`config.mk`:
```
export PLATFORM = sky130hd
export DESIGN_NAME = cdp_datapath
export DESIGN_NICKNAME = d
export VERILOG_FILES = /design/src/cdp_datapath.v
export VERILOG_INCLUDE_DIRS = /design/src
export SDC_FILE = /design/constraint.sdc
export NUM_CORES = 2
export LEC_CHECK = 0
export BUFFER_PORTS_ARGS = -buffer_cell sky130_fd_sc_hd__clkbuf_2
export CAP_MARGIN = 30
export CORE_MARGIN = 8
export CORE_UTILIZATION = 45
export CTS_BUF_LIST = sky130_fd_sc_hd__clkbuf_8
export CTS_CLUSTER_DIAMETER = 30
export DETAILED_ROUTE_END_ITERATION = 10
export RECOVER_POWER = 50
export SKIP_CTS_REPAIR_TIMING = 1
export SLEW_MARGIN = 25
export SYNTH_ARGS = -nofsm -noshare
export SYNTH_HDL_FRONTEND = slang
export SYNTH_SLANG_ARGS = --single-unit
```
`constraint.sdc`:
```
create_clock -name clk_sys -period 45.5 [get_ports clk_sys]
set_input_delay 13.65 -clock clk_sys [delete_from_list [all_inputs] [get_ports clk_sys]]
set_output_delay 13.65 -clock clk_sys [all_outputs]
set_load 0.01 [all_outputs]
```
`src/cdp_defs.vh`:
```
/*
 contents: constants for the core datapath: core control bit positions, alu operation
 codes, multiplier modes, divider cycle and bit counts, shift kinds, address map figures.
 assumes: included by the datapath module and the test bench; holds definitions only.
*/
`ifndef CDP_DEFS_VH
`define CDP_DEFS_VH

// ----------------------------------------
// core control register
// ----------------------------------------
`define CDP_CC_PRIO_BIT 3
`define CDP_CC_VIEW_BIT 2
`define CDP_CC_RESET 16'h0000

// ----------------------------------------
// alu operation codes
// ----------------------------------------
`define CDP_OP_ADD 4'h0
`define CDP_OP_SUB 4'h1
`define CDP_OP_AND 4'h2
`define CDP_OP_IOR 4'h3
`define CDP_OP_XOR 4'h4
`define CDP_OP_SHRA 4'h5
`define CDP_OP_SHL 4'h6
`define CDP_OP_SHRL 4'h7
`define CDP_OP_MUL 4'h8
`define CDP_OP_DIV 4'h9
`define CDP_OP_CCW 4'ha
`define CDP_OP_CCC 4'hb

// ----------------------------------------
// multiplier modes
// ----------------------------------------
`define CDP_MUL_SS 3'h0
`define CDP_MUL_UU 3'h1
`define CDP_MUL_SL 3'h2
`define CDP_MUL_UL 3'h3
`define CDP_MUL_US 3'h4
`define CDP_MUL_B8 3'h5

// ----------------------------------------
// divider
// ----------------------------------------
`define CDP_DIV_CYCLES 5'd19
`define CDP_DIV_BITS 5'd16

// ----------------------------------------
// address map
// ----------------------------------------
`define CDP_RESET_VECTOR 24'h000000
`define CDP_RESET_TARGET 24'h000002
`define CDP_VEC_PRI_LO 24'h000004
`define CDP_VEC_PRI_HI 24'h0000ff
`define CDP_VEC_ALT_LO 24'h000100
`define CDP_VEC_ALT_HI 24'h0001ff
`define CDP_USER_TOP 24'h7fffff
`define CDP_PC_STEP 23'h000002
`define CDP_DATA_TOP 16'h1fff
`define CDP_TABLE_PAGE_CFG_BIT 7

`endif

```
`src/cdp_datapath.v`:
```
/*
 contents: execution datapath of a 16-bit core: core control register, alu with
 status flags, 17x17 multiplier, iterative divider, barrel shifter, working
 registers, program address stepping, config load, data address decode.
 assumes: instruction decode drives op_* ports one cycle at a time; program and
 data memories answer combinationally on their data inputs.
*/
// What this block does
// - priority bit 3, clearable, blocks user interrupts
// - bit 2 maps program memory into data
// - other core control bits read zero
// - 16-bit two's complement add, sub, shift, logic
// - carry zero sign wrap nibble flags, subtract borrows
// - byte or word, register or memory operands
// - 17x17 multiplier with six operand modes
// - signed/unsigned 32/16 and 16/16 divide
// - quotient to reg 0, remainder reg 1
// - any divisor reg, aligned odd-high dividend pair
// - one iteration per divisor bit, same count
// - single cycle shifts up to 15 bits
// - multi-bit shifts write a register only, never memory
// - arithmetic right, left, logical right shifts
// - 24-bit addresses, 23-bit counter steps two
// - user space below 800000h, table page escape
// - fetch from 000000h after reset
// - primary and alternate vector tables
// - top two program words load configuration
// - 16-bit byte address, top bit program window
// - 8 kbytes implemented, outside reads zero
// - status priority plus bit forms level
// - divide finishes in 19 cycles, interruptible
`include "cdp_defs.vh"

module cdp_datapath (
	// clock and reset
	input wire clk_sys,
	input wire rst,
	// instruction controls
	input wire op_valid,
	input wire [3:0] op_code,
	input wire op_byte,
	input wire [3:0] op_src_a,
	input wire [3:0] op_src_b,
	input wire [3:0] op_dst,
	input wire op_a_mem,
	input wire op_b_lit,
	input wire op_dst_mem,
	input wire [15:0] op_literal,
	input wire [2:0] op_mul_mode,
	input wire op_div_signed,
	input wire op_div_long,
	input wire op_abort,
	input wire [15:0] mem_rdata,
	// program flow
	input wire pc_load,
	input wire [22:0] pc_target,
	input wire vec_take,
	input wire vec_alt,
	input wire [6:0] vec_index,
	input wire [7:0] table_page_reg,
	input wire table_op,
	input wire [15:0] tbl_offset,
	// configuration load
	input wire [23:0] cfg_top_addr,
	input wire [23:0] prog_rdata,
	// data address decode
	input wire [15:0] effective_addr,
	input wire [15:0] ram_rdata,
	// status priority field in
	input wire [2:0] cpu_priority_field,
	// outputs
	output reg [15:0] core_control_rd,
	output reg [3:0] cpu_level,
	output reg user_irq_block,
	output reg [15:0] alu_status_word,
	output reg [15:0] mem_wdata,
	output reg mem_we,
	output reg [15:0] quotient_reg,
	output reg [15:0] remainder_reg,
	output reg div_busy,
	output reg [22:0] instr_pointer,
	output reg [23:0] prog_addr,
	output reg prog_fault,
	output reg [47:0] cfg_words,
	output reg cfg_done,
	output reg [15:0] data_rdata,
	output reg window_sel
);

	// ----------------------------------------
	// state
	// ----------------------------------------
	reg [15:0] wreg_r [0:15]; // working register array
	reg priority_high_flag_r; // priority above 7
	reg program_view_enable_r; // program window enable
	reg [4:0] flags_r; // nibble carry, negative, wrap, zero, carry
	reg [4:0] div_cnt_r; // cycles left in divide
	reg [31:0] div_num_r; // shifting dividend/quotient
	reg [16:0] div_rem_r; // partial remainder
	reg [15:0] div_den_r; // divisor magnitude
	reg div_negq_r; // negate quotient at end
	reg div_negr_r; // negate remainder at end
	reg [1:0] cfg_st_r; // configuration loader step
	integer i;

	localparam CFG_W0 = 2'd0;
	localparam CFG_W1 = 2'd1;
	localparam CFG_END = 2'd2;

	// ----------------------------------------
	// operand fetch
	// ----------------------------------------
	reg [15:0] opa; // operand a
	reg [15:0] opb; // operand b
	reg [15:0] res; // result
	reg [4:0] fl_nxt; // next flags
	reg [16:0] sum; // wide sum
	reg [4:0] nib; // low nibble/byte carry
	reg wr_en; // result writes back
	reg [33:0] prod; // signed 17x17 product
	reg [16:0] ma; // extended multiplicand
	reg [16:0] mb; // extended multiplier
	reg [15:0] asr_w; // sign-filling shift result

	// ----------------------------------------
	// alu, shifter and multiplier combinational
	// ----------------------------------------
	always @* begin
		opa = op_a_mem ? mem_rdata : wreg_r[op_src_a];
		opb = op_b_lit ? op_literal : wreg_r[op_src_b];
		if (op_byte) begin
			opa = {8'h00, opa[7:0]};
			opb = {8'h00, opb[7:0]};
		end
		// sign taken from bit 7 in byte mode, kept out of the ternary below
		asr_w = $signed(op_byte ? {{8{opa[7]}}, opa[7:0]} : opa) >>> opb[3:0];
		res = 16'h0000;
		sum = 17'h00000;
		nib = 5'h00;
		fl_nxt = flags_r;
		wr_en = 1'b0;
		prod = 34'h000000000;
		ma = 17'h00000;
		mb = 17'h00000;
		case (op_code)
			`CDP_OP_ADD: begin
				sum = {1'b0, opa} + {1'b0, opb};
				nib = op_byte ? {1'b0, opa[3:0]} + {1'b0, opb[3:0]} : 5'h00;
				res = sum[15:0];
				wr_en = 1'b1;
			end
			`CDP_OP_SUB: begin
				sum = {1'b0, opa} + {1'b0, ~opb} + 17'h00001;
				nib = op_byte ? {1'b0, opa[3:0]} + {1'b0, ~opb[3:0]} + 5'h01 : 5'h00;
				res = sum[15:0];
				wr_en = 1'b1;
			end
			`CDP_OP_AND: begin
				res = opa & opb;
				wr_en = 1'b1;
			end
			`CDP_OP_IOR: begin
				res = opa | opb;
				wr_en = 1'b1;
			end
			`CDP_OP_XOR: begin
				res = opa ^ opb;
				wr_en = 1'b1;
			end
			// one cycle, up to 15 bits
			`CDP_OP_SHRA: begin
				res = op_byte ? {8'h00, asr_w[7:0]} : asr_w;
				wr_en = 1'b1;
			end
			`CDP_OP_SHL: begin
				res = opa << opb[3:0];
				wr_en = 1'b1;
			end
			`CDP_OP_SHRL: begin
				res = opa >> opb[3:0];
				wr_en = 1'b1;
			end
			`CDP_OP_MUL: begin
				case (op_mul_mode)
					`CDP_MUL_SS: begin
						ma = {opa[15], opa};
						mb = {opb[15], opb};
					end
					`CDP_MUL_SL: begin
						ma = {opa[15], opa};
						mb = {12'h000, op_literal[4:0]};
					end
					`CDP_MUL_UL: begin
						ma = {1'b0, opa};
						mb = {12'h000, op_literal[4:0]};
					end
					`CDP_MUL_US: begin
						ma = {1'b0, opa};
						mb = {opb[15], opb};
					end
					`CDP_MUL_B8: begin
						ma = {9'h000, opa[7:0]};
						mb = {9'h000, opb[7:0]};
					end
					default: begin
						ma = {1'b0, opa};
						mb = {1'b0, opb};
					end
				endcase
				prod = $signed(ma) * $signed(mb);
				res = prod[15:0];
				wr_en = 1'b1;
			end
			default: begin
				res = 16'h0000;
			end
		endcase
		// flag update on arithmetic and logic
		if (wr_en && op_code != `CDP_OP_MUL) begin
			fl_nxt[1] = op_byte ? (res[7:0] == 8'h00) : (res == 16'h0000);
			fl_nxt[3] = op_byte ? res[7] : res[15];
			if (op_code == `CDP_OP_ADD || op_code == `CDP_OP_SUB) begin
				// byte carry: inversion kept at 8 bits inside the concatenation
				fl_nxt[0] = op_byte ? (({1'b0, opa[7:0]} + {1'b0, op_code == `CDP_OP_SUB ?
					~opb[7:0] : opb[7:0]} + {8'h00, op_code == `CDP_OP_SUB}) > 9'h0ff)
					: sum[16];
				fl_nxt[4] = op_byte ? nib[4] : ({1'b0, opa[7:0]} + {1'b0,
					op_code == `CDP_OP_SUB ? ~opb[7:0] : opb[7:0]} +
					{8'h00, op_code == `CDP_OP_SUB}) > 9'h0ff;
				fl_nxt[2] = op_byte ?
					((opa[7] == (opb[7] ^ (op_code == `CDP_OP_SUB))) && (res[7] != opa[7]))
					: ((opa[15] == (opb[15] ^ (op_code == `CDP_OP_SUB))) && (res[15] != opa[15]));
			end
		end
	end

	// ----------------------------------------
	// working registers, flags, divider
	// ----------------------------------------
	reg [16:0] trial; // next partial remainder
	always @* begin
		trial = {div_rem_r[15:0], div_num_r[31]} - {1'b0, div_den_r};
	end

	// divide start operands
	wire [15:0] dvs = wreg_r[op_src_b];
	wire [31:0] dvd = op_div_long ? {wreg_r[{op_src_a[3:1], 1'b1}], wreg_r[{op_src_a[3:1], 1'b0}]}
		: (op_div_signed ? {{16{wreg_r[op_src_a][15]}}, wreg_r[op_src_a]}
		: {16'h0000, wreg_r[op_src_a]});
	wire dvd_neg = op_div_signed & dvd[31];
	wire dvs_neg = op_div_signed & dvs[15];
	wire [31:0] dvd_mag = dvd_neg ? (~dvd + 32'h00000001) : dvd;
	wire [15:0] dvs_mag = dvs_neg ? (~dvs + 16'h0001) : dvs;

	always @(posedge clk_sys or posedge rst) begin
		if (rst) begin
			for (i = 0; i < 16; i = i + 1) begin
				wreg_r[i] <= 16'h0000;
			end
			priority_high_flag_r <= 1'b0;
			program_view_enable_r <= 1'b0;
			flags_r <= 5'h00;
			div_cnt_r <= 5'h00;
			div_num_r <= 32'h00000000;
			div_rem_r <= 17'h00000;
			div_den_r <= 16'h0000;
			div_negq_r <= 1'b0;
			div_negr_r <= 1'b0;
			mem_wdata <= 16'h0000;
			mem_we <= 1'b0;
		end else begin
			mem_we <= 1'b0;
			if (div_cnt_r != 5'h00) begin
				if (op_abort) begin
					div_cnt_r <= 5'h00;
				end else begin
					div_cnt_r <= div_cnt_r - 5'h01;
					if (div_cnt_r > 5'd3) begin
						if (!trial[16]) begin
							div_rem_r <= trial;
						end else begin
							div_rem_r <= {div_rem_r[15:0], div_num_r[31]};
						end
						div_num_r <= {div_num_r[30:0], ~trial[16]};
					end else if (div_cnt_r == 5'h01) begin
						wreg_r[0] <= div_negq_r ? (~div_num_r[15:0] + 16'h0001) : div_num_r[15:0];
						wreg_r[1] <= div_negr_r ? (~div_rem_r[15:0] + 16'h0001) : div_rem_r[15:0];
					end
				end
			end else if (op_valid) begin
				case (op_code)
					`CDP_OP_DIV: begin
						div_cnt_r <= `CDP_DIV_CYCLES;
						div_den_r <= dvs_mag;
						div_negq_r <= dvd_neg ^ dvs_neg;
						div_negr_r <= dvd_neg;
						div_rem_r <= {1'b0, dvd_mag[31:16]};
						div_num_r <= {dvd_mag[15:0], 16'h0000};
					end
					`CDP_OP_CCW: begin
						program_view_enable_r <= opa[`CDP_CC_VIEW_BIT];
						if (!opa[`CDP_CC_PRIO_BIT]) begin
							priority_high_flag_r <= 1'b0;
						end
					end
					// priority bit set by hardware only
					`CDP_OP_CCC: begin
						priority_high_flag_r <= 1'b1;
					end
					default: begin
						flags_r <= fl_nxt;
						if (op_dst_mem && op_code != `CDP_OP_SHRA && op_code != `CDP_OP_SHL
							&& op_code != `CDP_OP_SHRL) begin
							mem_wdata <= res;
							mem_we <= 1'b1;
						end else if (op_byte) begin
							wreg_r[op_dst] <= {wreg_r[op_dst][15:8], res[7:0]};
						end else begin
							wreg_r[op_dst] <= res;
						end
					end
				endcase
			end
		end
	end

	// ----------------------------------------
	// register views
	// ----------------------------------------
	always @(posedge clk_sys or posedge rst) begin
		if (rst) begin
			core_control_rd <= `CDP_CC_RESET;
			cpu_level <= 4'h0;
			user_irq_block <= 1'b0;
			alu_status_word <= 16'h0000;
			quotient_reg <= 16'h0000;
			remainder_reg <= 16'h0000;
			div_busy <= 1'b0;
		end else begin
			core_control_rd <= {12'h000, priority_high_flag_r, program_view_enable_r, 2'b00};
			cpu_level <= {priority_high_flag_r, cpu_priority_field};
			user_irq_block <= priority_high_flag_r | (&cpu_priority_field);
			alu_status_word <= {7'h00, flags_r[4], cpu_priority_field, 1'b0, flags_r[3:0]};
			quotient_reg <= wreg_r[0];
			remainder_reg <= wreg_r[1];
			div_busy <= (div_cnt_r != 5'h00);
		end
	end

	// ----------------------------------------
	// program counter and program address
	// ----------------------------------------
	always @(posedge clk_sys or posedge rst) begin
		if (rst) begin
			instr_pointer <= 23'h000000;
			prog_addr <= `CDP_RESET_VECTOR;
			prog_fault <= 1'b0;
		end else begin
			if (cfg_st_r != CFG_END) begin
				prog_addr <= cfg_top_addr - ((cfg_st_r == CFG_W0) ? 24'h000002 : 24'h000000);
				prog_fault <= 1'b0;
			end else if (vec_take) begin
				instr_pointer <= {14'h0000, vec_alt, vec_index, 1'b0} + 23'h000004;
				prog_addr <= {15'h0000, vec_alt, vec_index, 1'b0} + `CDP_VEC_PRI_LO;
				prog_fault <= 1'b0;
			end else if (table_op) begin
				prog_addr <= {table_page_reg, tbl_offset};
				prog_fault <= 1'b0;
			end else begin
				instr_pointer <= pc_load ? {pc_target[22:1], 1'b0}
					: (div_cnt_r != 5'h00 ? instr_pointer : instr_pointer + `CDP_PC_STEP);
				prog_addr <= {1'b0, instr_pointer};
				prog_fault <= pc_load & (({1'b0, pc_target}) > `CDP_USER_TOP);
			end
		end
	end

	// ----------------------------------------
	// configuration loader
	// ----------------------------------------
	always @(posedge clk_sys or posedge rst) begin
		if (rst) begin
			cfg_st_r <= CFG_W0;
			cfg_words <= 48'h000000000000;
			cfg_done <= 1'b0;
		end else begin
			case (cfg_st_r)
				CFG_W0: begin
					cfg_st_r <= CFG_W1;
				end
				CFG_W1: begin
					cfg_words[23:0] <= prog_rdata;
					cfg_st_r <= CFG_END;
				end
				CFG_END: begin
					if (!cfg_done) begin
						cfg_words[47:24] <= prog_rdata;
						cfg_done <= 1'b1;
					end
				end
				default: begin
					cfg_st_r <= CFG_W0;
				end
			endcase
		end
	end

	// ----------------------------------------
	// data effective address decode
	// ----------------------------------------
	always @(posedge clk_sys or posedge rst) begin
		if (rst) begin
			data_rdata <= 16'h0000;
			window_sel <= 1'b0;
		end else begin
			window_sel <= effective_addr[15] & program_view_enable_r;
			if (effective_addr[15]) begin
				data_rdata <= program_view_enable_r ? prog_rdata[15:0] : 16'h0000;
			end else if (effective_addr > `CDP_DATA_TOP) begin
				data_rdata <= 16'h0000;
			end else begin
				data_rdata <= ram_rdata;
			end
		end
	end

endmodule // cdp_datapath

```
# Word level (Yosys, flattened, before mapping)
# Index checks and enable logic that the tools add are counted.
dict set report word_totals {
  regBits 514
  out_inout_bits 201
  wordCells 259
}
dict set report classes {
  addsub 18
  n_mul 1
  order_cmp 9
  n_eq_ne 36
  shifts 3
  mux 86
  n_bitwise 28
  reduce_logical 35
}
# cell count
set ops {}
lappend ops {{$mux 256} 4}
lappend ops {{$bwmux 256} 2}
lappend ops {{$mux 16} 29}
lappend ops {{$mux 32} 12}
lappend ops {{$bmux 16 s4} 5}
lappend ops {{$pmux 16 s9} 1}
lappend ops {{$mux 23} 4}
lappend ops {{$mux 24} 3}
lappend ops {{$pmux 17 s2} 2}
lappend ops {{$demux 16 s4} 1}
lappend ops {{$not 16->16} 4}
lappend ops {{$pmux 17 s3} 1}
lappend ops {{$add 16x1->16 const B} 3}
lappend ops {{$add 16x16->17} 2}
lappend ops {{$mux 17} 2}
lappend ops {{$add 32x1->32 const B} 1}
lappend ops {{$not 32->32} 1}
lappend ops {{$ge 5x5->1 const B} 5}
lappend ops {{$not 4->5} 5}
lappend ops {{$sub 24x2->24} 1}
lappend ops {{$add 23x2->23 const B} 1}
lappend ops {{$add 9x3->10 const B} 2}
lappend ops {{$mux 5} 4}
lappend ops {{$reduce_and 4->1} 5}
lappend ops {{62 further kinds} 116}

# Logic depth before layout (Yosys ltp)
dict set report depth {
  word_depth 16
  depth_mapped 36
  ltp_nobuf 31
}

# Worst setup path before layout
# OpenSTA, ideal clock, no wires.
dict set report synth_path {
  kind {input -> register}
  start {input port op_src_b[1]}
  end {register wreg_r[79] (netlist bit)}
  setup_ns 0.126
  arrival_time_ns 20.689
  t_required_ns 45.374
  slack_ns 24.685
  path_stages 35
  path_buffers 7
  path_cell_list {buf_4 > buf_4 > buf_6 > buf_4 > buf_4 > mux4_2 > mux2i_1 > mux2_2 > o21a_1 > clkbuf_1 > nor2_1 > fa_1 > inv_1 > fa_1 > inv_1 > ha_1 > inv_1 > fa_1 > inv_1 > fa_1 > inv_1 > fa_1 > inv_1 > ha_1 > or2_2 > a21oi_1 > a21oi_1 > a31oi_1 > o21bai_1 > a21oi_1 > xnor3_1 > a21oi_4 > a21o_2 > buf_6 > o21ai_1}
}
dict set report synth_between {
  elab_chain_cells 12
  word_cells_on_any_way 23
  cone_classes {add/sub (3); mul (1); shift (3); mux (11); bitwise (5)}
}
# element line_no
set synth_rtl {}
lappend synth_rtl {{start, declared} cdp_datapath.v:43} ;# input wire [3:0] op_src_b,
lappend synth_rtl {{$not 4->5 (not written as such) (*)} cdp_datapath.v:130} ;# opb = op_b_lit ? op_literal : wreg_r[op_src_b];
lappend synth_rtl {{$bmux 16 s4 (*)} cdp_datapath.v:130}
lappend synth_rtl {{$mux 16 (not written as such) (*) (2 in series)} cdp_datapath.v:130}
lappend synth_rtl {{$mux 16 (*)} cdp_datapath.v:130}
lappend synth_rtl {{$mux 16 (*)} cdp_datapath.v:131} ;# if (op_byte) begin
lappend synth_rtl {{$pmux 17 s3 / $not 16->16 (equally long branches)} {cdp_datapath.v:184, cdp_datapath.v:153}}
lappend synth_rtl {{$mux 17 / $add 16x16->17 (equally long branches)} {cdp_datapath.v:145, cdp_datapath.v:153}}
lappend synth_rtl {{$mul 17x17->16 / $add 17x1->17 (equally long branches)} {cdp_datapath.v:210, cdp_datapath.v:153}}
lappend synth_rtl {{$pmux 16 s9 (*)} cdp_datapath.v:145} ;# case (op_code)
lappend synth_rtl {{$bwmux 256 (*)} cdp_datapath.v:319} ;# wreg_r[op_dst] <= res;
lappend synth_rtl {{$mux 256 (*)} cdp_datapath.v:316} ;# end else if (op_byte) begin
lappend synth_rtl {{end signal, assigned by index} cdp_datapath.v:317} ;# wreg_r[op_dst] <= {wreg_r[op_dst][15:8], res[7:0]};
lappend synth_rtl {{end signal, assigned by index} cdp_datapath.v:319}
lappend synth_rtl {{end, declared} cdp_datapath.v:93} ;# reg [15:0] wreg_r [0:15];
# Mark *: on every way between the ends. The rest lies on a longest branch, timed or not. The select of a mux whose other input is x is not followed.
# A chain may end at the register's enable or synchronous reset.

# Worst setup path after layout
dict set report layout_path {
  start {input port op_src_a[2]}
  end {register wreg_r[250] (netlist bit)}
}
dict set report layout_between {
  elab_chain_cells 16
  word_cells_on_any_way 27
  cone_classes {add/sub (3); mul (1); shift (3); mux (16); bitwise (4)}
}
# element line_no
set layout_rtl {}
lappend layout_rtl {{start, declared} cdp_datapath.v:42} ;# input wire [3:0] op_src_a,
lappend layout_rtl {{$not 4->5 (not written as such) (*)} cdp_datapath.v:129} ;# opa = op_a_mem ? mem_rdata : wreg_r[op_src_a];
lappend layout_rtl {{$bmux 16 s4 (*)} cdp_datapath.v:129}
lappend layout_rtl {{$mux 16 (not written as such) (*) (2 in series)} cdp_datapath.v:129}
lappend layout_rtl {{$mux 16 (*)} cdp_datapath.v:129}
lappend layout_rtl {{$mux 16 (*)} cdp_datapath.v:131}
lappend layout_rtl {{$pmux 17 s2 / $mux 16 (equally long branches)} {cdp_datapath.v:184, cdp_datapath.v:136}}
lappend layout_rtl {{$mux 17 / $sshr 16x4->16 (equally long branches)} {cdp_datapath.v:145, cdp_datapath.v:136}}
lappend layout_rtl {{$mul 17x17->16 / $mux 16 (equally long branches)} {cdp_datapath.v:210, cdp_datapath.v:172}}
lappend layout_rtl {{$pmux 16 s9 (*)} cdp_datapath.v:145}
lappend layout_rtl {{$bwmux 256 (*)} cdp_datapath.v:319}
lappend layout_rtl {{$mux 256 (*)} cdp_datapath.v:316}
lappend layout_rtl {{$mux 256 (*)} cdp_datapath.v:312} ;# if (op_dst_mem && op_code != `CDP_OP_SHRA && op_code != `CDP_OP_SHL
lappend layout_rtl {{$mux 256 (*)} cdp_datapath.v:291} ;# case (op_code)
lappend layout_rtl {{$mux 256 (*)} cdp_datapath.v:290} ;# end else if (op_valid) begin
lappend layout_rtl {{$mux 32 (*)} cdp_datapath.v:273} ;# if (div_cnt_r != 5'h00) begin
# Marks and branches as above.

==> metrics.cfg <==
[status]
run_status = complete, but fails checks
violations = capacitance limit, slew limit

[placed_design]
dp_slack_ns = 22.05
hpwlAfterDp_um = 106000
port_buffers = 364
place_congestion = 0.987
dpl-instance-area_um2 = 40900
place_inst = 5329

[route]
viasPerCell = 6.14
drt_wl_total_um = 144000
drc = 0
antenna_left = 0
wl_per_cell_um = 26.0
vias = 34200
firstDrtPassIters = 6
drt_iter0_drc = 3358

[cts]
clock_latency_ns = 0.80
cts.path.max_buffers = 3
cts_tree = yes
cts.sinks = 509
cts-root-buf = clkbuf_8
cts_buffers = 121
ctsHtreeMaxLevel = 3
clk_pin_slew_ns = 0.05

[grt]
antenna_found_initial = 10
grt_usage_pct = 30.0
grt_remaining_overflow = 0
grt_pass1_vias = 33600
grt_max_degree = 85
grt_pass1_wl_um = 218000

[synthesis]
synthCells = 4003
synthesis.area_um2 = 38200
ys.flop_type = dfrtp_1
synth_area_per_cell_um2 = 9.54
synth-seq-area-share_pct = 33.3
yosys_warnings = 0
yosysUniqueCellTypes = 103
synth-seq-cells = 509
async_flop_share_pct = 100
synth_top_area_cell = dfrtp_1
synth_edf_count = 0
synth_top_area_share_pct = 33.3
synth_area_leaders = dfrtp_1 33%, mux4_2 12%, nand2_1 5.4%

[floorplanning]
core_um2 = 84600
dieArea_um2 = 94500
core.rowCount = 107
die_w_um = 307
start_util_pct = 45.2
io_pins = 403
die_y_um = 307

[final_layout]
drive_above_1_share_pct = 20.2
largestRegisters = wreg_r (256), cfg_words (48), div_num_r (32)
final_common_cell = nand2_1
multiInputGateArea_um2 = 23300
largest-register = wreg_r
seq_area_um2 = 12700
fillerInstances = 8053
nNetsFinal = 4739
finalNonFillerCells = 5563
area_delta_synth_final_pct = 14.6
fin_area_um2 = 43800
largest_reg_flops = 256
final_util_pct = 51.7
mostFrequentLayoutCells = 550 x nand2_1, 509 x dfrtp_1, 401 x o21ai_0

[timing]
whs_ns = 0.374
timing.slew.headroom_pct = -173
fmax_ghz = 0.0434
setup-tns-final_ns = 0
setup_ws_ns = 22.48
tightest_slew_ns = 4.09
grt_setup_unrepaired = no
timing.final.crit_share_pct = 50.6
drv_slew = 511
clock_skew_ns = 0.0676
fin_crit_ns = 23.02
setup_viol = 0
hold_violations = 0

[power_and_ir_drop]
p_int_mw = 1.43
totalPowerFinal_mw = 2.50
p_comb_share_pct = 44.4
pwr_density_cell_nw_per_um2 = 57.1
power_frac_seq_pct = 29.2
clkPwrFrac_pct = 26.4
swShare_pct = 42.9
leakage_nw = 19.2
netSwitchingPower_mw = 1.07
vdd_drop_max_mv = 0.0400

[min_path]
hp-class = register to register

[critical_path]
end_kind = register
cpPeakStageDelay_ns = 0.85
crit_type = input port to register
required_ns = 46.15
crit_path_start_kind = input port
arrival_ns = 23.67
cpMaxStageDelayCell = mux2i_2
crit_fanout = 43

[flow_run]
maxCapViolations = 9

-- per-layer routing --
metal	vias to the layer above	part of all wire, %	track usage, %
met5	-	0.030	0
li1	15000	-	-
met4	6	6.5	17.2
met2	1897	45	46.0
met3	463	10	7.79
met1	16800	39	38.6
-- power groups by stage --
stage               registers (mW)  logic, mW  clock network (mW)
floorplan                    0.683      0.744                   0
global placement             0.727       1.09                   0
detailed placement           0.730       1.10                   0
CTS                          0.725       1.11               0.670
global route                 0.744       1.21               0.694
finish                       0.730       1.11               0.659
-- cells by family after synthesis --
logic type | after synthesis | synth area share [%]
muxes | 395 | 17.3
other | 1 | 0.00982
xor gates and xnor gates | 149 | 3.60
DFF | 509 | 33.3
and+or+nand+nor | 1209 | 14.0
adders and majority gates | 226 | 9.03
AOI/OAI and AO/OA | 987 | 16.6
buffers and inverters | 527 | 6.09
-- worst max-delay path, delay by kind of cell --
family | cells | cell delay, ns
compound gates | 7 | 2.78
xor+xnor | 1 | 0.40
fa+ha+maj | 7 | 2.72
buf+inv | 8 | 1.58
mux | 2 | 1.43
simple gates | 4 | 1.03
-- cell usage after synthesis (35+ instances only) --
library cell,instances
xor2_1,61
fa_1,83
mux2i_1,106
buf_2,40
o221ai_1,41
nor2b_1,35
buf_4,46
mux2_2,84
xnor2_1,83
nand3_1,82
nand2_1,554
ha_1,143
nor3_1,63
o21ai_0,401
clkbuf_1,180
a22oi_1,48
a21oi_1,112
o21a_1,45
mux4_2,198
inv_1,215
nor2_1,298
dfrtp_1,509
-- cell type report --
cell class / instances / share of cell area, %
Tap cell: 1144 / 3.27
Timing Repair Buffer: 456 / 5.46
Multi-Input combinational cell: 2990 / 53.3
Sequential cell: 509 / 29.1
Clock inverter: 85 / 2.46
Clock buffer: 141 / 4.43
Inverter: 233 / 2.00
Antenna cell: 5 / 0.0286
-- worst paths after layout --
kind	depth (start not counted)	slack, ns	startpoint	end
setup / recovery	29	22.48	op_src_a[2]	wreg_r[250]
hold / removal	0	0.37	flags_r[4]	alu_status_word[8]
setup reg to reg	27	36.19	wreg_r[149]	wreg_r[250]
hold reg to reg	0	0.37	flags_r[4]	alu_status_word[8]
max in group asynchronous	6	25.06	rst	cpu_level[0]
min in group asynchronous	2	14.01	rst	cfg_words[27]
No activity file was read; power rests on OpenSTA's default activity.
